`config.mk`:
```
export PLATFORM = sky130hd
export DESIGN_NAME = mmtr_top
export DESIGN_NICKNAME = d
export VERILOG_FILES = /design/src/hw/mmtr_pkg.sv /design/src/hw/mmtr_sp_clamp.sv /design/src/hw/mmtr_rand_scale.sv /design/src/hw/mmtr_top.sv
export SDC_FILE = /design/constraint.sdc
export NUM_CORES = 1
export LEC_CHECK = 0
export ABC_AREA = 0
export BUFFER_PORTS_ARGS = -buffer_cell sky130_fd_sc_hd__buf_2
export CORE_MARGIN = 2
export CORE_UTILIZATION = 60
export DETAILED_ROUTE_END_ITERATION = 12
export GPL_TIMING_DRIVEN = 0
export PLACE_DENSITY = 0.88
export SKIP_LAST_GASP = 1
export SLEW_MARGIN = 10
export SYNTH_ARGS = -nofsm -noshare
export SYNTH_HDL_FRONTEND = slang
export SYNTH_SLANG_ARGS = --single-unit
```
`constraint.sdc`:
```
create_clock -name clk -period 14.8 [get_ports clk]
set_clock_uncertainty 0.05 [all_clocks]
set_input_delay 2.22 -clock clk [delete_from_list [all_inputs] [get_ports clk]]
set_output_delay 2.22 -clock clk [all_outputs]
set_load 0.01 [all_outputs]
```
`src/hw/mmtr_pkg.sv`:
```
// shared constants, encodings and types of the multi-mode timing relay
package mmtr_pkg;
  localparam int SP_W = 14;
  localparam int EL_W = 17;
  localparam int SCAN_W = 16;
  localparam int QV_W = 32;
  localparam int RND_W = 16;
  localparam int VAR_W = 32;
  localparam int RET_BYTES = 4;
  localparam int RET_W = RET_BYTES * 8;

  // time range selection
  localparam logic [1:0] RANGE_S = 2'h0;
  localparam logic [1:0] RANGE_MS = 2'h1;
  localparam logic [1:0] RANGE_HM = 2'h2;

  // largest setpoint: 99.99 in hundredths, 99:59 in base units
  localparam logic [SP_W-1:0] SP_MAX_S = 14'h270F;
  localparam logic [SP_W-1:0] SP_MAX_MIN = 14'h176F;

  // largest elapsed value shown
  localparam logic [EL_W-1:0] EL_CAP = 17'h18696;
  localparam logic [EL_W-1:0] EL_ZERO = 17'h00000;

  // operating modes
  localparam logic [1:0] MODE_OFF_DLY = 2'h0;
  localparam logic [1:0] MODE_ON_OFF = 2'h1;
  localparam logic [1:0] MODE_PULSE = 2'h2;
  localparam logic [1:0] MODE_FLASH = 2'h3;

  // random source, seeds are arbitrary
  localparam logic [RND_W-1:0] LFSR_SEED_A = 16'hACE1;
  localparam logic [RND_W-1:0] LFSR_SEED_B = 16'h5A3C;
  localparam logic [RND_W-1:0] LFSR_TAPS = 16'hB400;

  typedef enum logic [6:0] {
    ST_IDLE = 7'h01,
    ST_ON_WAIT = 7'h02,
    ST_HOLD = 7'h04,
    ST_RUNDOWN = 7'h08,
    ST_PULSE = 7'h10,
    ST_FLASH_ON = 7'h20,
    ST_FLASH_OFF = 7'h40
  } mmtr_state_t;

  function automatic logic [SP_W-1:0] sp_max_of(input logic [1:0] range);
    sp_max_of = (range == RANGE_S) ? SP_MAX_S : SP_MAX_MIN;
  endfunction : sp_max_of
endpackage : mmtr_pkg

```
`src/hw/mmtr_sp_clamp.sv`:
```
// setpoint source select with saturation to the time range maximum
`timescale 1ns/1ps
module mmtr_sp_clamp (
  // setpoint sources
  input wire logic [mmtr_pkg::SP_W-1:0] const_sp,
  input wire logic [mmtr_pkg::VAR_W-1:0] var_sp,
  input wire logic use_var,
  // configuration
  input wire logic [1:0] time_range,
  // effective setpoint
  output logic [mmtr_pkg::SP_W-1:0] sp_out
);
  localparam int PAD_W = mmtr_pkg::VAR_W - mmtr_pkg::SP_W;

  wire [mmtr_pkg::SP_W-1:0] max_w;
  wire [mmtr_pkg::VAR_W-1:0] raw_w;
  wire [mmtr_pkg::VAR_W-1:0] max32_w;
  wire over_w;

  assign max_w = mmtr_pkg::sp_max_of(time_range);
  assign max32_w = {{PAD_W{1'b0}}, max_w};
  assign raw_w = use_var ? var_sp : {{PAD_W{1'b0}}, const_sp};
  // saturate instead of wrapping a large counter value
  assign over_w = raw_w > max32_w;
  assign sp_out = over_w ? max_w : raw_w[mmtr_pkg::SP_W-1:0];
endmodule : mmtr_sp_clamp

```
`src/hw/mmtr_rand_scale.sv`:
```
// free-running lfsr scaled into the range zero to a setpoint
`timescale 1ns/1ps
module mmtr_rand_scale #(
  parameter logic [mmtr_pkg::RND_W-1:0] SEED = mmtr_pkg::LFSR_SEED_A
) (
  // clock and reset
  input wire logic clk,
  input wire logic reset,
  // scaling
  input wire logic [mmtr_pkg::SP_W-1:0] range_in,
  output logic [mmtr_pkg::SP_W-1:0] rand_out
);
  localparam int PROD_W = mmtr_pkg::SP_W + 1 + mmtr_pkg::RND_W;

  logic [mmtr_pkg::RND_W-1:0] lfsr_r;
  wire [mmtr_pkg::RND_W-1:0] lfsr_nxt;
  wire [mmtr_pkg::SP_W:0] span_w;
  wire [PROD_W-1:0] prod_w;

  assign lfsr_nxt = lfsr_r[0] ? ((lfsr_r >> 1) ^ mmtr_pkg::LFSR_TAPS) : (lfsr_r >> 1);
  // multiply-and-shift avoids a divider and never exceeds range_in
  assign span_w = {1'b0, range_in} + {{mmtr_pkg::SP_W{1'b0}}, 1'b1};
  assign prod_w = PROD_W'(span_w) * PROD_W'(lfsr_r);
  assign rand_out = prod_w[mmtr_pkg::RND_W +: mmtr_pkg::SP_W];

  always_ff @(posedge clk) begin
    if (reset) begin
      lfsr_r <= SEED;
    end else begin
      lfsr_r <= lfsr_nxt;
    end
  end

  AST_RAND_IN_RANGE: assert property (@(posedge clk) disable iff (reset)
    rand_out <= range_in)
    else $error("random delay above setpoint");
endmodule : mmtr_rand_scale

```
`src/hw/mmtr_top.sv`:
```
// multi-mode timing relay: off-delay, on/off-delay, single pulse, flashing
`timescale 1ns/1ps
module mmtr_top (
  // clock and reset
  input wire logic clk,
  input wire logic reset,
  // coils
  input wire logic trigger_coil,
  input wire logic stop_coil,
  input wire logic clear_coil,
  // program scan
  input wire logic scan_tick,
  input wire logic [mmtr_pkg::SCAN_W-1:0] scan_time,
  input wire logic run_mode,
  // configuration
  input wire logic [1:0] op_mode,
  input wire logic retrigger_en,
  input wire logic random_en,
  input wire logic retentive_en,
  input wire logic [1:0] time_range,
  // setpoints
  input wire logic [mmtr_pkg::SP_W-1:0] first_time_setpoint,
  input wire logic [mmtr_pkg::SP_W-1:0] second_time_setpoint,
  input wire logic [mmtr_pkg::VAR_W-1:0] first_var_setpoint,
  input wire logic [mmtr_pkg::VAR_W-1:0] second_var_setpoint,
  input wire logic first_sp_is_var,
  input wire logic second_sp_is_var,
  // results
  output logic switching_contact,
  output logic [mmtr_pkg::QV_W-1:0] elapsed_time_value,
  output logic [mmtr_pkg::RET_W-1:0] retained_value
);
  localparam int EL_PAD = mmtr_pkg::QV_W - mmtr_pkg::EL_W;
  localparam int RET_PAD = mmtr_pkg::RET_W - mmtr_pkg::EL_W;
  localparam int TGT_PAD = mmtr_pkg::EL_W - mmtr_pkg::SP_W;
  localparam int SCN_PAD = mmtr_pkg::EL_W - mmtr_pkg::SCAN_W;

  ////////////////////////////////////////////////////////////////////////////
  // state
  mmtr_pkg::mmtr_state_t state_r;
  mmtr_pkg::mmtr_state_t state_nxt;
  logic [mmtr_pkg::EL_W-1:0] elapsed_r;
  logic [mmtr_pkg::EL_W-1:0] elapsed_nxt;
  logic [mmtr_pkg::EL_W-1:0] target_r;
  logic [mmtr_pkg::EL_W-1:0] target_nxt;
  logic contact_r;
  logic contact_nxt;
  logic trig_prev_r;
  logic run_r;
  logic [mmtr_pkg::RET_W-1:0] ret_store_r;

  ////////////////////////////////////////////////////////////////////////////
  // setpoint paths: clamp, then optional random scaling
  wire [mmtr_pkg::SP_W-1:0] sp_const_a [0:1];
  wire [mmtr_pkg::VAR_W-1:0] sp_var_a [0:1];
  wire sp_use_var_a [0:1];
  wire [mmtr_pkg::SP_W-1:0] sp_eff_a [0:1];
  wire [mmtr_pkg::SP_W-1:0] sp_rnd_a [0:1];
  wire [mmtr_pkg::EL_W-1:0] phase_tgt_a [0:1];

  assign sp_const_a[0] = first_time_setpoint;
  assign sp_const_a[1] = second_time_setpoint;
  assign sp_var_a[0] = first_var_setpoint;
  assign sp_var_a[1] = second_var_setpoint;
  assign sp_use_var_a[0] = first_sp_is_var;
  assign sp_use_var_a[1] = second_sp_is_var;

  genvar g;
  generate
    for (g = 0; g < 2; g = g + 1) begin : g_sp
      mmtr_sp_clamp u_clamp (
        .const_sp(sp_const_a[g]),
        .var_sp(sp_var_a[g]),
        .use_var(sp_use_var_a[g]),
        .time_range(time_range),
        .sp_out(sp_eff_a[g])
      );
      mmtr_rand_scale #(
        .SEED((g == 0) ? mmtr_pkg::LFSR_SEED_A : mmtr_pkg::LFSR_SEED_B)
      ) u_rand (
        .clk(clk),
        .reset(reset),
        .range_in(sp_eff_a[g]),
        .rand_out(sp_rnd_a[g])
      );
      // the draw is latched once per phase, so a frozen phase keeps its target
      assign phase_tgt_a[g] = {{TGT_PAD{1'b0}}, (random_en ? sp_rnd_a[g] : sp_eff_a[g])};
    end
  endgenerate

  ////////////////////////////////////////////////////////////////////////////
  // scan timing decode
  wire restart_w;
  wire tick_w;
  wire timing_w;
  wire adv_w;
  wire done_w;
  wire trig_rise_w;
  wire [mmtr_pkg::EL_W:0] sum_w;
  wire [mmtr_pkg::EL_W-1:0] adv_val_w;
  wire [mmtr_pkg::EL_W-1:0] hold_tgt_w;

  assign restart_w = run_mode && !run_r;
  assign tick_w = scan_tick && run_mode && run_r;
  assign timing_w = (state_r == mmtr_pkg::ST_ON_WAIT) || (state_r == mmtr_pkg::ST_RUNDOWN)
                 || (state_r == mmtr_pkg::ST_PULSE) || (state_r == mmtr_pkg::ST_FLASH_ON)
                 || (state_r == mmtr_pkg::ST_FLASH_OFF);
  // stop coil only withholds the advance; all other transitions still act
  assign adv_w = tick_w && timing_w && !stop_coil;
  assign sum_w = {1'b0, elapsed_r} + {{(SCN_PAD + 1){1'b0}}, scan_time};
  assign done_w = sum_w >= {1'b0, target_r};
  assign adv_val_w = done_w ? target_r : sum_w[mmtr_pkg::EL_W-1:0];
  assign trig_rise_w = trigger_coil && !trig_prev_r;
  // a partial off-delay keeps its own target so the two parts add up
  assign hold_tgt_w = (op_mode == mmtr_pkg::MODE_OFF_DLY)
                    ? ((elapsed_r != mmtr_pkg::EL_ZERO) ? target_r : phase_tgt_a[0])
                    : phase_tgt_a[1];

  ////////////////////////////////////////////////////////////////////////////
  // mode state machine
  always_comb begin
    state_nxt = state_r;
    elapsed_nxt = adv_w ? adv_val_w : elapsed_r;
    target_nxt = target_r;
    contact_nxt = contact_r;
    if (clear_coil) begin
      state_nxt = mmtr_pkg::ST_IDLE;
      elapsed_nxt = mmtr_pkg::EL_ZERO;
      contact_nxt = 1'b0;
    end else if (restart_w) begin
      if (retentive_en) begin
        elapsed_nxt = ret_store_r[mmtr_pkg::EL_W-1:0];
      end else begin
        state_nxt = mmtr_pkg::ST_IDLE;
        elapsed_nxt = mmtr_pkg::EL_ZERO;
        contact_nxt = 1'b0;
      end
    end else if (tick_w) begin
      case (state_r)
        mmtr_pkg::ST_IDLE: begin
          case (op_mode)
            mmtr_pkg::MODE_OFF_DLY: begin
              if (trigger_coil) begin
                state_nxt = mmtr_pkg::ST_HOLD;
                contact_nxt = 1'b1;
                elapsed_nxt = mmtr_pkg::EL_ZERO;
              end
            end
            mmtr_pkg::MODE_ON_OFF: begin
              if (trigger_coil) begin
                state_nxt = mmtr_pkg::ST_ON_WAIT;
                elapsed_nxt = mmtr_pkg::EL_ZERO;
                target_nxt = phase_tgt_a[0];
              end
            end
            mmtr_pkg::MODE_PULSE: begin
              if (trig_rise_w) begin
                state_nxt = mmtr_pkg::ST_PULSE;
                contact_nxt = 1'b1;
                elapsed_nxt = mmtr_pkg::EL_ZERO;
                target_nxt = phase_tgt_a[0];
              end
            end
            default: begin
              if (trigger_coil) begin
                state_nxt = mmtr_pkg::ST_FLASH_ON;
                contact_nxt = 1'b1;
                elapsed_nxt = mmtr_pkg::EL_ZERO;
                target_nxt = phase_tgt_a[0];
              end
            end
          endcase
        end
        mmtr_pkg::ST_ON_WAIT: begin
          if (!trigger_coil) begin
            state_nxt = mmtr_pkg::ST_IDLE;
          end else if (adv_w && done_w) begin
            state_nxt = mmtr_pkg::ST_HOLD;
            contact_nxt = 1'b1;
            elapsed_nxt = mmtr_pkg::EL_ZERO;
          end
        end
        mmtr_pkg::ST_HOLD: begin
          if (!trigger_coil) begin
            state_nxt = mmtr_pkg::ST_RUNDOWN;
            target_nxt = hold_tgt_w;
          end
        end
        mmtr_pkg::ST_RUNDOWN: begin
          if (trigger_coil) begin
            state_nxt = mmtr_pkg::ST_HOLD;
            elapsed_nxt = (retrigger_en || op_mode == mmtr_pkg::MODE_ON_OFF)
                        ? mmtr_pkg::EL_ZERO : elapsed_r;
          end else if (adv_w && done_w) begin
            state_nxt = mmtr_pkg::ST_IDLE;
            contact_nxt = 1'b0;
          end
        end
        mmtr_pkg::ST_PULSE: begin
          // trigger level is ignored here, so a short trigger is lengthened
          if (adv_w && done_w) begin
            state_nxt = mmtr_pkg::ST_IDLE;
            contact_nxt = 1'b0;
          end
        end
        mmtr_pkg::ST_FLASH_ON: begin
          if (!trigger_coil) begin
            state_nxt = mmtr_pkg::ST_IDLE;
            contact_nxt = 1'b0;
            elapsed_nxt = mmtr_pkg::EL_ZERO;
          end else if (adv_w && done_w) begin
            state_nxt = mmtr_pkg::ST_FLASH_OFF;
            contact_nxt = 1'b0;
            elapsed_nxt = mmtr_pkg::EL_ZERO;
            target_nxt = phase_tgt_a[1];
          end
        end
        mmtr_pkg::ST_FLASH_OFF: begin
          if (!trigger_coil) begin
            state_nxt = mmtr_pkg::ST_IDLE;
            contact_nxt = 1'b0;
            elapsed_nxt = mmtr_pkg::EL_ZERO;
          end else if (adv_w && done_w) begin
            state_nxt = mmtr_pkg::ST_FLASH_ON;
            contact_nxt = 1'b1;
            elapsed_nxt = mmtr_pkg::EL_ZERO;
            target_nxt = phase_tgt_a[0];
          end
        end
        default: begin
          state_nxt = mmtr_pkg::ST_IDLE;
          contact_nxt = 1'b0;
        end
      endcase
    end
  end

  ////////////////////////////////////////////////////////////////////////////
  // registers
  always_ff @(posedge clk) begin
    if (reset) begin
      state_r <= mmtr_pkg::ST_IDLE;
      target_r <= mmtr_pkg::EL_ZERO;
      contact_r <= 1'b0;
      trig_prev_r <= 1'b0;
      run_r <= 1'b0;
    end else begin
      state_r <= state_nxt;
      target_r <= target_nxt;
      contact_r <= contact_nxt;
      run_r <= run_mode;
      // tracking the trigger during clear hides a held trigger as an edge
      if (tick_w || clear_coil) begin
        trig_prev_r <= trigger_coil;
      end
    end
  end

  // retained image models nonvolatile storage: reset spares it when retentive
  always_ff @(posedge clk) begin
    if (reset) begin
      elapsed_r <= retentive_en ? ret_store_r[mmtr_pkg::EL_W-1:0] : mmtr_pkg::EL_ZERO;
      if (!retentive_en) begin
        ret_store_r <= {mmtr_pkg::RET_W{1'b0}};
      end
    end else begin
      elapsed_r <= elapsed_nxt;
      if (retentive_en && run_mode) begin
        ret_store_r <= {{RET_PAD{1'b0}}, elapsed_nxt};
      end
    end
  end

  assign switching_contact = contact_r;
  assign elapsed_time_value = {{EL_PAD{1'b0}}, elapsed_r};
  assign retained_value = ret_store_r;

  ////////////////////////////////////////////////////////////////////////////
  // checks
  AST_CLEAR_ZEROES: assert property (@(posedge clk) disable iff (reset)
    clear_coil |=> (!contact_r && elapsed_r == mmtr_pkg::EL_ZERO && state_r == mmtr_pkg::ST_IDLE))
    else $error("clear coil did not zero the relay");

  AST_STOP_FREEZES: assert property (@(posedge clk) disable iff (reset)
    (state_r == mmtr_pkg::ST_RUNDOWN && stop_coil && !trigger_coil && !clear_coil
     && run_mode && run_r) |=> $stable(elapsed_r))
    else $error("elapsed time moved under stop coil");

  AST_PICKUP_HALT: assert property (@(posedge clk) disable iff (reset)
    (state_r == mmtr_pkg::ST_ON_WAIT && stop_coil && trigger_coil && !clear_coil
     && run_mode && run_r) |=> (state_r == mmtr_pkg::ST_ON_WAIT && $stable(elapsed_r)))
    else $error("pick-up delay advanced under stop coil");

  AST_RUNDOWN_HOLDS: assert property (@(posedge clk) disable iff (reset)
    (state_r == mmtr_pkg::ST_RUNDOWN || state_r == mmtr_pkg::ST_HOLD) |-> contact_r)
    else $error("contact dropped before off-delay completed");

  AST_OFFDLY_PICKUP: assert property (@(posedge clk) disable iff (reset)
    (tick_w && op_mode == mmtr_pkg::MODE_OFF_DLY && trigger_coil && !clear_coil)
    |=> contact_r)
    else $error("off-delay contact not on with trigger");

  AST_ONOFF_EARLY: assert property (@(posedge clk) disable iff (reset)
    state_r == mmtr_pkg::ST_ON_WAIT |-> !contact_r)
    else $error("contact on before pick-up elapsed");

  AST_RETRIG_ZERO: assert property (@(posedge clk) disable iff (reset)
    (tick_w && retrigger_en && state_r == mmtr_pkg::ST_RUNDOWN && trigger_coil && !clear_coil)
    |=> (elapsed_r == mmtr_pkg::EL_ZERO && state_r == mmtr_pkg::ST_HOLD))
    else $error("retrigger did not restart the delay");

  AST_PULSE_STRETCH: assert property (@(posedge clk) disable iff (reset)
    (tick_w && state_r == mmtr_pkg::ST_PULSE && !trigger_coil && !clear_coil && !done_w)
    |=> (state_r == mmtr_pkg::ST_PULSE && contact_r))
    else $error("short trigger cut the pulse");

  AST_NO_PULSE_HELD: assert property (@(posedge clk) disable iff (reset)
    ($fell(clear_coil) && trigger_coil && $past(trigger_coil)
     && op_mode == mmtr_pkg::MODE_PULSE) |=> !contact_r)
    else $error("pulse fired without fresh trigger edge");

  AST_FLASH_TOGGLE: assert property (@(posedge clk) disable iff (reset)
    (tick_w && state_r == mmtr_pkg::ST_FLASH_ON && trigger_coil && !clear_coil && adv_w && done_w)
    |=> (state_r == mmtr_pkg::ST_FLASH_OFF && !contact_r))
    else $error("flash did not enter pause");

  AST_SP_SATURATE: assert property (@(posedge clk) disable iff (reset)
    sp_eff_a[0] <= mmtr_pkg::sp_max_of(time_range))
    else $error("setpoint above range maximum");

  AST_QV_CAP: assert property (@(posedge clk) disable iff (reset)
    elapsed_r <= mmtr_pkg::EL_CAP)
    else $error("elapsed time above cap");

  AST_SCAN_ONLY: assert property (@(posedge clk) disable iff (reset)
    (!tick_w && !clear_coil && !restart_w) |=> ($stable(elapsed_r) && $stable(state_r)))
    else $error("timing moved between scans");

  AST_RET_RESUME: assert property (@(posedge clk) disable iff (reset)
    (restart_w && retentive_en && !clear_coil) |=> elapsed_r == $past(ret_store_r[mmtr_pkg::EL_W-1:0]))
    else $error("retentive value not resumed");
endmodule : mmtr_top

```
# After elaboration in Yosys (flattened, before gate mapping)
# Cells that the tools add are included.
[totals] ff_bits=108 in_bits=124 output_inout_bits=65 wordCells=155
[op_classes] addsub=3 n_mul=2 magnitude_cmp=3 n_eq_ne=32 n_mux=70 bitwise_logic=5 reduce_logical=30
[ops] cell="2-to-1 mux 17 bit" n=24
[ops] cell="2-to-1 mux 32 bit" n=5
[ops] cell="case mux 17 bit (4 select lines)" n=2
[ops] cell="2-to-1 mux 7 bit" n=16
[ops] cell="2-to-1 mux 14 bit" n=6
[ops] cell="> comparator 32 x 14 -> 1 bit" n=2
[ops] cell="multiplier 15 x 16 -> 30 bit" n=2
[ops] cell="case mux 7 bit (7 select lines)" n=1
[ops] cell="case mux 17 bit (2 select lines)" n=1
[ops] cell="adder 14 x 1 -> 15 bit, second input constant" n=2
[ops] cell="case mux 7 bit (3 select lines)" n=1
[ops] cell="adder 17 x 16 -> 18 bit" n=1
[ops] cell=">= comparator 18 x 17 -> 1 bit" n=1
[ops] cell="inequality test 3 bit, second input constant" n=6
[ops] cell="nonzero test 17 bit" n=1
[ops] cell="2-to-1 mux 16 bit" n=1
[ops] cell="inequality test 4 x 3 -> 1 bit, second input constant" n=4
[ops] cell="inequality test 2 bit, second input constant" n=7
[ops] cell="AND reduction 13 bit" n=1
[ops] cell="inequality test 4 bit, second input constant" n=3
[ops] cell="2-to-1 mux 1 bit" n=11
[ops] cell="AND reduction 10 bit" n=1
[ops] cell="logical AND 1 bit" n=8
[ops] cell="inverter 3 -> 4 bit" n=2
[ops] cell="22 further kinds" n=36

# Logic depth before layout (Yosys ltp)
# Gate-level depths: netlist (run 1).
[depth] ltp_word=16 depth_mapped=44 mapped_depth_nobuf=39

# Hierarchy
# Synthesis (run 1) repeated with hierarchy kept, for this count alone.
[unflattened] cells_unflattened=2715 hier_area_um2=23331.1
[modules_own_cells] mod="mmtr_rand_scale (g_sp[1].u_rand)" instances=1 cells_each=976 area_per_inst_um2=8588.2 seq_area_each_um2=320.3
[modules_own_cells] mod="mmtr_rand_scale (g_sp[0].u_rand)" instances=1 cells_each=968 area_per_inst_um2=8434.3 seq_area_each_um2=320.3
[modules_own_cells] mod="mmtr_top" instances=1 cells_each=631 area_per_inst_um2=5212.5 seq_area_each_um2=1331.3
[modules_own_cells] mod="mmtr_sp_clamp" instances=2 cells_each=70 area_per_inst_um2=548.0 seq_area_each_um2=0.0

# Worst setup path before layout (run 1)
# Ideal clock, no wire load.
[synth_path] kind="input -> register" startpoint="in first_sp_is_var" endpoint="reg target_r[7] in the netlist's numbering" setup_time_ns=0.069 arrival_time_ns=12.134 required_ns=14.681 setup_slack_ns=2.547 path_stages=44 n_path_buf=6 cell_sequence="buf_6 buf_2 buf_2 mux2i_1 inv_1 ha_1 or3b_2 mux2_2 a31oi_1 a211oi_1 or2_1 buf_2 buf_2 and2_1 inv_1 ha_1 nand3_1 nor3_1 [8 not listed] inv_1 fa_1 fa_1 fa_1 inv_1 fa_1 inv_1 ha_1 and4_1 and4_1 a221o_1 a211oi_1 a21oi_2 and2_1 a221oi_1 xor2_1 a2111o_1 o21ai_1"
[synth_between] elab_chain_len=10 word_cells_on_any_way=15 classes_between="1 x add/sub; 1 x mul; 1 x order compare; 12 x mux"
[synth_rtl] item="start: declaration" line="mmtr_top.sv:26" rtl="input wire logic first_sp_is_var,"
[synth_rtl] item="2-to-1 mux 32 bit *" line="mmtr_sp_clamp.sv:22" rtl="assign raw_w = use_var ? var_sp : {{PAD_W{1'b0}}, const_sp};"
[synth_rtl] item="> comparator 32 x 14 -> 1 bit" line="mmtr_sp_clamp.sv:24" rtl="assign over_w = raw_w > max32_w;"
[synth_rtl] item="2-to-1 mux 14 bit *" line="mmtr_sp_clamp.sv:25" rtl="assign sp_out = over_w ? max_w : raw_w[mmtr_pkg::SP_W-1:0];"
[synth_rtl] item="adder 14 x 1 -> 15 bit" line="mmtr_rand_scale.sv:22" rtl="assign span_w = {1'b0, range_in} + {{mmtr_pkg::SP_W{1'b0}}, 1'b1};"
[synth_rtl] item="multiplier 15 x 16 -> 30 bit" line="mmtr_rand_scale.sv:23" rtl="assign prod_w = PROD_W'(span_w) * PROD_W'(lfsr_r);"
[synth_rtl] item="2-to-1 mux 14 bit *" line="mmtr_top.sv:87" rtl="assign phase_tgt_a[g] = {{TGT_PAD{1'b0}}, (random_en ? sp_rnd_a[g] : sp_eff_a[g])};"
[synth_rtl] item="2-to-1 mux 17 bit (2 in a row)" line="mmtr_top.sv:116" rtl="? ((elapsed_r != mmtr_pkg::EL_ZERO) ? target_r : phase_tgt_a[0])"
[synth_rtl] item="2-to-1 mux 17 bit" line="mmtr_top.sv:184" rtl="if (!trigger_coil) begin"
[synth_rtl] item="case mux 17 bit (4 select lines) *" line="mmtr_top.sv:139" rtl="case (state_r)"
[synth_rtl] item="end signal: assignment" line="mmtr_top.sv:243" rtl="target_r <= mmtr_pkg::EL_ZERO;"
[synth_rtl] item="end signal: assignment" line="mmtr_top.sv:249" rtl="target_r <= target_nxt;"
[synth_rtl] item="end: declaration" line="mmtr_top.sv:44" rtl="logic [mmtr_pkg::EL_W-1:0] target_r;"
# Every way passes the cells marked *; elsewhere a longest branch is shown, timed or not. The select of a mux whose other input is x is not followed.
# A chain may end at the register's enable or synchronous reset.

# Worst setup path after layout (run 1)
[layout_path] startpoint="in first_sp_is_var" endpoint="reg target_r[11] in the netlist's numbering"
# Same word-level chain as after synthesis.

==> flow_summary.json, run 1 <==
{
  "ios": 189,
  "wirelength_um": 69780,
  "clock_sinks": 90,
  "finalCriticalPeriod_ns": 14.26,
  "drc": 0,
  "drive_gt1_share_pct": 9.669,
  "start_util_pct": 60.66,
  "die_x_um": 198.7,
  "r2r-end": "target_r[13]",
  "status": "complete, no violations",
  "grt_pass1_vias": 20780,
  "grt_pass1_wl_um": 109900,
  "post_drt_wl_per_cell_um": 20.48,
  "crit_type": "in -> reg",
  "cp.arrival_ns": 14.49,
  "fillers": 3098,
  "r2r.worst_path.cells": 22,
  "cap_violations": 0,
  "vias_per_cell": 6.001,
  "yosysTopAreaCellShare_pct": 31.43,
  "post_cts_buffers": 0,
  "n_antenna_cell": 0,
  "max_stage_delay_ns": 0.81,
  "rsz0062_at_grt": "false",
  "worstReg2RegStart": "g_sp[1].u_rand.lfsr_r[0]",
  "die_h_um": 198.7,
  "hold_path_startpoint": "target_r[6]",
  "syn_area_um2": 22740,
  "slowest_stage": "xnor2_1",
  "hold_buffers": 0,
  "htree_levels": 3,
  "clkSlewWorstSetupHoldPaths_ns": 0.07,
  "synthArstFlopShare_pct": 0,
  "max_freq_ghz": 0.07012,
  "setup_violations": 0,
  "hold_path.class": "reg -> reg",
  "synthTopCellsByArea": "fa_1, ha_1, inv_1",
  "avgSynthCellArea_um2": 8.441,
  "synthFlopType": "dfxtp_1",
  "antenna_found_initial": 5,
  "synth-seq-cells": 90,
  "via_count": 20450,
  "synth_area_leader_cell": "fa_1",
  "dp_hpwl_um": 57910,
  "fin_setup_tns_ns": 0,
  "yosysSeqAreaShare_pct": 8.671,
  "fin_crit_sh_pct": 96.37,
  "tritoncts": "yes",
  "layout.nets": 3584,
  "drt_iter0_markers": 1972,
  "antenna_left": 0,
  "synth_cell_type_count": 94,
  "placed_area_um2": 24290,
  "final_common_cell": "inv_1",
  "grt_max_degree": 20,
  "required_ns": 15.03,
  "powerDensity_nw_per_um2": 251.6,
  "cp_common_cell": "fa_1",
  "overflow": 0,
  "slew_headroom_pct": 24.11,
  "clock_latency_ns": 0.36,
  "rows": 71,
  "track_usage_pct": 36.11,
  "die_area_um2": 39470,
  "reg2reg_setup_slack_ns": 6.86,
  "port_buffers": 157,
  "worstMarginPinSlew_ns": 1.134,
  "min_to": "target_r[6]",
  "end_kind": "flip-flop",
  "vdd_ir_drop_max_uv": 352.3,
  "area_growth_pct": 8.412,
  "routabilityCongestion": 0.9614,
  "finalInstanceArea_um2": 24650,
  "hold_depth": 2,
  "syn_inst": 2694,
  "cts_buffers": 9,
  "final_hold_viol_count": 0,
  "p_leak_nw": 12.22,
  "dr.pass1.iters": 5,
  "root_buffer": "clkbuf_16",
  "postLayoutCoreUtil_pct": 65.76,
  "slew_viol_final": 0,
  "cp-start-kind": "input pin",
  "yosysWarnings": 0,
  "core_um2": 37490,
  "synth-edff-count": 17,
  "path_max_fanout": 10,
  "cts_buffer_depth": 2,
  "final_cell_mix": "inv_1, fa_1, nand2_1"
}
==> cell usage after synthesis (all sizes together), types with 41 or more instances <==
master and number:
inv 442, fa 357, nand2 317, and2 251, ha 212, nor2 103, a21oi 97, clkbuf 94
dfxtp 73, o21ai 73, xnor2 54, buf 50, nand3 48, nor2b 41
==> registers in the layout, summed over array words and instances, names as in the netlist <==
| name | cells |
|---|---|
| state_r | 7 |
| target_r | 14 |
| switching_contact | 1 |
| elapsed_r | 17 |
| g_sp.u_rand.lfsr_r | 32 |
| retained_value | 17 |
| trig_prev_r | 1 |
| run_r | 1 |
==> area by class of cell <==
| type | instances | area, um2 | area share, % |
|---|---|---|---|
| well taps | 511 | 639.4 | 2.593 |
| plain buffers | 143 | 686.9 | 2.786 |
| inverters | 443 | 1663 | 6.745 |
| multi-input cells | 2046 | 18540 | 75.22 |
| flip-flops and latches | 90 | 1972 | 7.998 |
| clock inverters | 7 | 122.6 | 0.4974 |
| repair buffers | 158 | 800.8 | 3.248 |
| clock buffers | 9 | 225.2 | 0.9135 |
==> power breakdown <==
| group | switching (mW) | total, mW | leakage (nW) | internal (mW) |
|---|---|---|---|---|
| Combinational | 3.40 | 5.64 | 11.3 | 2.24 |
| Sequential | 0.0242 | 0.287 | 0.769 | 0.263 |
| Clock | 0.111 | 0.279 | 0.170 | 0.167 |
==> layer usage <==
| layer | routed length [um] | GRT usage [%] | part of all wire [%] | up-vias |
|---|---|---|---|---|
| li1 | - | - | - | 9064 |
| met1 | 26970 | 47.22 | 39 | 9930 |
| met2 | 32270 | 58.11 | 46 | 1207 |
| met3 | 7463 | 8.138 | 11 | 235 |
| met4 | 3014 | 14.84 | 4.3 | 10 |
| met5 | 65 | 0 | 0.093 | - |
==> how the worst max path moves through the flow <==
stage | start | depth (start not counted) | endpoint | slack [ns]
after detailed placement | second_sp_is_var | 40 | target_r[13] | -0.69
after floorplan | first_sp_is_var | 44 | target_r[7] | 2.55
after global routing | first_sp_is_var | 42 | target_r[11] | 0.02
after global placement | second_sp_is_var | 41 | target_r[13] | -0.50
final | first_sp_is_var | 42 | target_r[11] | 0.54
after CTS | second_sp_is_var | 39 | target_r[13] | 0.41
==> through the flow <==
stage          instances  setup WS, ns  total power, mW  hold WS (ns)
2_1_floorplan       2723         2.547            4.341        0.3924
6_report            3407        0.5378            6.203        0.4380
4_1_cts             3407        0.4145            6.084        0.4307
3_5_place_dp        3392       -0.6868            5.756        0.4205
5_1_grt             3407       0.02196            6.886        0.4675
3_3_place_gp        3391       -0.5016            5.602        0.4226
==> kinds of logic after synthesis <==
logic type | Yosys count | share of synthesized area [%]
buf+inv | 587 | 10.34
simple gates | 924 | 20.63
fa+ha+maj | 571 | 43.19
flops | 90 | 8.671
compound gates | 403 | 12.24
mux | 46 | 2.146
xor+xnor | 72 | 2.773
other cells | 1 | 0.01649
==> worst max-delay path, delay by kind of cell <==
family | cells | cell delay [ns]
compound gates | 9 | 2.28
xor+xnor | 1 | 0.81
fa+ha+maj | 9 | 3.91
buf+inv | 11 | 2.07
mux | 2 | 0.90
simple gates | 10 | 2.32
==> timing repair <==
action	CTS	global route
setup endpoints to repair	1	1
endpoints found under the hold margin	0	0
gates resized for setup	1	6
Note: power is estimated with default switching activity, not from simulation.
==> inputs of run 2 (changes only) <==
RECOVER_POWER = 50   (was not set)
==> run 2 against run 1 <==
Register-to-register slack worse by 0.04 ns. Fmax down 0.41%. Design area fell by 0.20%.
==> flow_summary.json, run 2 (synthesis results as in run 1) <==
{
  "root_buffer": "clkbuf_16",
  "finalCriticalPeriod_ns": 14.32,
  "vdd_ir_drop_max_uv": 354.3,
  "clkSlewWorstSetupHoldPaths_ns": 0.07,
  "r2r-end": "target_r[13]",
  "regArea_um2": 1972,
  "final_cell_mix": "inv_1, fa_1, nand2_1",
  "cts_buffer_depth": 2,
  "powerDensity_nw_per_um2": 252.7,
  "final_common_cell": "inv_1",
  "slowest_stage": "xnor2_1",
  "grt_pass1_vias": 20780,
  "dpl.cell_count": 3392,
  "fin_setup_tns_ns": 0,
  "slew_headroom_pct": 18.65,
  "layout.nets": 3584,
  "power.net_switching_mw": 3.546,
  "p_clk_share_pct": 4.5,
  "cp-start-kind": "input pin",
  "worstMarginPinSlew_ns": 1.212,
  "comb_power_share_pct": 90.9,
  "clock_latency_ns": 0.36,
  "dp_hpwl_um": 57910,
  "clock_sinks": 90,
  "multi_input_area_um2": 18540,
  "post_drt_wl_per_cell_um": 20.57,
  "vias_per_cell": 5.999,
  "cp_common_cell": "fa_1",
  "routabilityCongestion": 0.9614,
  "tritoncts": "yes",
  "reg2reg_setup_slack_ns": 6.82,
  "track_usage_pct": 36.11,
  "seqPwrFrac_pct": 4.6,
  "antenna_found_initial": 5,
  "final_hold_viol_count": 0,
  "htree_levels": 3,
  "start_util_pct": 60.66,
  "status": "complete, no violations",
  "fillers": 3123,
  "fin_crit_sh_pct": 96.76,
  "wirelength_um": 70100,
  "die_x_um": 198.7,
  "top_register": "g_sp.u_rand.lfsr_r",
  "drive_gt1_share_pct": 8.356,
  "cap_violations": 0,
  "worstReg2RegStart": "g_sp[1].u_rand.lfsr_r[0]",
  "slew_viol_final": 0,
  "end_kind": "flip-flop",
  "r2r.worst_path.cells": 22,
  "max_freq_ghz": 0.06983,
  "swShare_pct": 57.04,
  "setup_violations": 0,
  "antenna_left": 0,
  "required_ns": 14.99,
  "area_growth_pct": 8.193,
  "fin_cells": 3407,
  "crit_type": "in -> reg",
  "post_cts_buffers": 0,
  "cp-startpoint": "first_sp_is_var",
  "die_area_um2": 39470,
  "ios": 189,
  "die_h_um": 198.7,
  "cp.arrival_ns": 14.51,
  "cts_buffers": 9,
  "grt_pass1_wl_um": 109900,
  "n_antenna_cell": 0,
  "hold_path.class": "reg -> reg",
  "grt_max_degree": 20,
  "postLayoutCoreUtil_pct": 65.63,
  "p_leak_nw": 12.09,
  "rows": 71,
  "max_stage_delay_ns": 0.82,
  "via_count": 20440,
  "endpoint": "target_r[13]",
  "drt_iter0_markers": 1930,
  "largest_register_ffs": 32,
  "path_max_fanout": 10,
  "port_buffers": 157,
  "rsz0062_at_grt": "false",
  "dr.pass1.iters": 6,
  "finalPower_mw": 6.217,
  "drc": 0,
  "overflow": 0,
  "core_um2": 37490,
  "p_int_mw": 2.671
}
[run 2: cell types whose count changed in the layout (fill, tap and decap cells not counted)]
cell      change
o21ai_0       +1
buf_1         -1
clkbuf_1     +38
buf_2        -37
o21ai_2       -1
[run 2: power groups by stage]
stage	clock [mW]	combinational (mW)	sequential, mW
after CTS	0.278	5.52	0.285
after global routing	0.287	6.31	0.288
final	0.279	5.65	0.287
after floorplan	0	4.06	0.281
after detailed placement	0	5.47	0.290
after global placement	0	5.31	0.290
[run 2: repair_timing]
action,in CTS,in global routing
resized for setup,1,6
hold buffers,0,0
endpoints found under the setup margin,1,1
[run 2: critical path: cells and delay by family]
kind                       cells  cell delay [ns]
adders and majority gates      9             3.89
AOI/OAI and AO/OA              8             2.41
and+or+nand+nor                9             2.18
buffers and inverters         11             2.08
muxes                          2             0.90
xor gates and xnor gates       1             0.82
[run 2: metrics by stage]
stage	setup WS, ns	hold slack [ns]	cell area (um2)
3_5_place_dp	-0.6868	0.4205	24290
2_1_floorplan	2.547	0.3924	22850
6_report	0.4791	0.4363	24600
3_3_place_gp	-0.5016	0.4226	24270
5_1_grt	0.02198	0.4675	24600
4_1_cts	0.4145	0.4307	24640
[run 2: area by class of cell]
cell class / instances / area share [%]
plain buffers: 143 / 2.792
repair buffers: 158 / 3.067
clock buffers: 9 / 0.9154
flip-flops and latches: 90 / 8.015
clock inverters: 7 / 0.4984
well taps: 511 / 2.599
inverters: 443 / 6.759
multi-input cells: 2046 / 75.36
[run 2: metal layers]
| layer | track usage, % | up-vias | share of wire [%] |
|---|---|---|---|
| li1 | - | 9067 | - |
| met1 | 47.22 | 9923 | 39 |
| met2 | 58.11 | 1213 | 46 |
| met3 | 8.138 | 226 | 11 |
| met4 | 14.84 | 10 | 4.3 |
| met5 | 0 | - | 0.093 |
[run 2: worst min path at each step]
stage,startpoint,to,depth (start not counted)
2_1_floorplan,target_r[6],target_r[6],2
3_3_place_gp,target_r[6],target_r[6],2
3_5_place_dp,target_r[6],target_r[6],2
4_1_cts,target_r[6],target_r[6],2
5_1_grt,target_r[6],target_r[6],2
6_report,target_r[6],target_r[6],2
==> inputs of run 3 (changes only) <==
GPL_TIMING_DRIVEN = not set   (was 0)
clock period = 15.92 ns   (was 14.8 ns; I/O delays follow)
==> run 3 against run 2 <==
The run now ends with max-capacitance violations, max-slew violations left. Non-clock buffer count shrank 125. Hold slack gained 0.018 ns. Design area shrank 2.4%. Critical endpoint unchanged. Largest power group unchanged. Highest routed layer unchanged.
==> flow_summary.json, run 3 (synthesis results as in run 1) <==
{
  "slew_headroom_pct": -78.69,
  "track_usage_pct": 34.43,
  "ios": 189,
  "hold_slack_ns": 0.4540,
  "min_to": "target_r[2]",
  "final_hold_viol_count": 0,
  "swShare_pct": 57.19,
  "setup_slack_ns": 2.220,
  "ctsResizeCount": 0,
  "routabilityCongestion": 0.9664,
  "drc": 0,
  "r2r.worst_path.cells": 21,
  "grt_pass1_vias": 20330,
  "cp_common_cell": "fa_1",
  "cp.arrival_ns": 13.76,
  "required_ns": 15.98,
  "core_um2": 37490,
  "seqPwrFrac_pct": 5.0,
  "antenna_left": 0,
  "grt_pass1_wl_um": 106200,
  "start_util_pct": 60.66,
  "via_count": 19980,
  "slowest_stage": "xor2_2",
  "end_kind": "flip-flop",
  "status": "finished with violations",
  "multi_input_area_um2": 18550,
  "grt_max_degree": 44,
  "clkSlewWorstSetupHoldPaths_ns": 0.09,
  "postLayoutCoreUtil_pct": 64.05,
  "port_buffers": 158,
  "setup_violations": 0,
  "hold_path.class": "reg -> reg",
  "cap_violations": 1,
  "hold_path_startpoint": "target_r[2]",
  "drive_gt1_share_pct": 7.578,
  "hold_depth": 2,
  "reg2reg_setup_slack_ns": 8.47,
  "top_register": "g_sp.u_rand.lfsr_r",
  "p_clk_share_pct": 4.1,
  "violations": "max-capacitance violations, max-slew violations",
  "path_max_fanout": 29,
  "regArea_um2": 1972,
  "vias_per_cell": 6.083,
  "final_cell_mix": "inv_1, fa_1, nand2_1",
  "antenna_found_initial": 7,
  "clock_sinks": 90,
  "layout.nets": 3459,
  "post_cts_buffers": 0,
  "root_buffer": "clkbuf_16",
  "htree_levels": 3,
  "finalCriticalPeriod_ns": 13.70,
  "fin_crit_sh_pct": 86.06,
  "die_x_um": 198.7,
  "overflow": 0,
  "max_freq_ghz": 0.07299,
  "cts_buffer_depth": 2,
  "max_stage_delay_ns": 0.71,
  "rows": 71,
  "slew_viol_final": 44,
  "cts_buffers": 9,
  "hold_buffers": 0,
  "dr.pass1.iters": 9,
  "cp-start-kind": "input pin",
  "clock_latency_ns": 0.38,
  "p_leak_nw": 11.80,
  "fin_setup_tns_ns": 0,
  "die_h_um": 198.7,
  "post_drt_wl_per_cell_um": 20.19,
  "crit_type": "in -> reg",
  "power.net_switching_mw": 3.237,
  "worstMarginPinSlew_ns": 2.680,
  "p_int_mw": 2.423,
  "die_area_um2": 39470,
  "final_common_cell": "inv_1",
  "dp_slack_ns": 1.880,
  "fillers": 3056,
  "worstReg2RegStart": "g_sp[1].u_rand.lfsr_r[10]",
  "r2r-end": "target_r[13]",
  "area_growth_pct": 5.590,
  "largest_register_ffs": 32,
  "comb_power_share_pct": 90.8,
  "drt_iter0_markers": 1710,
  "wirelength_um": 66310,
  "powerDensity_nw_per_um2": 235.7,
  "rsz0062_at_grt": "false",
  "dp_hpwl_um": 52650,
  "vdd_ir_drop_max_uv": 293.2,
  "tritoncts": "yes"
}
run 3: cell type report:
type | count | share of cell area [%]
clock inverters | 7 | 0.3387
clock buffers | 9 | 0.9379
well taps | 511 | 2.663
diodes | 3 | 0.03126
inverters | 443 | 6.925
multi-input cells | 2046 | 77.26
flip-flops and latches | 90 | 8.212
repair buffers | 176 | 3.632
run 3: per-layer routing:
layer | vias to the layer above | global-route usage (%) | share of wire (%)
met5 | - | 0 | 0.083
met4 | 8 | 16.86 | 4.6
met3 | 229 | 6.867 | 9.7
met2 | 1078 | 56.06 | 47
met1 | 9838 | 43.96 | 39
li1 | 8829 | - | -
run 3: power groups by stage:
stage	Combinational [mW]	Sequential, mW	Clock (mW)
floorplan	3.77	0.262	0
global placement	4.83	0.287	0
detailed placement	4.98	0.288	0
CTS	5.02	0.282	0.233
global route	5.72	0.286	0.243
finish	5.14	0.285	0.233
run 3: critical path: cells and delay by family:
kind            cells  cell delay [ns]
compound gates     10             2.71
xor+xnor            1             0.71
fa+ha+maj           9             3.69
buf+inv             5             0.82
mux                 1             0.37
simple gates        9             3.05
run 3: how the worst max path moves through the flow:
stage / from / to / slack, ns / depth (start not counted)
floorplan: first_sp_is_var / target_r[7] / 3.50 / 44
global placement: second_sp_is_var / target_r[13] / 2.52 / 36
detailed placement: second_sp_is_var / target_r[13] / 1.88 / 35
CTS: second_sp_is_var / target_r[13] / 2.26 / 35
global route: second_sp_is_var / target_r[13] / 1.57 / 35
finish: second_sp_is_var / target_r[13] / 2.22 / 35
run 3: through the flow:
step	total power, mW	std cells	instance area, um2
final	5.661	3285	24010
after global routing	6.245	3285	24010
after CTS	5.540	3282	24050
after detailed placement	5.266	3266	23740
after global placement	5.120	3266	23740
after floorplan	4.035	2723	22850
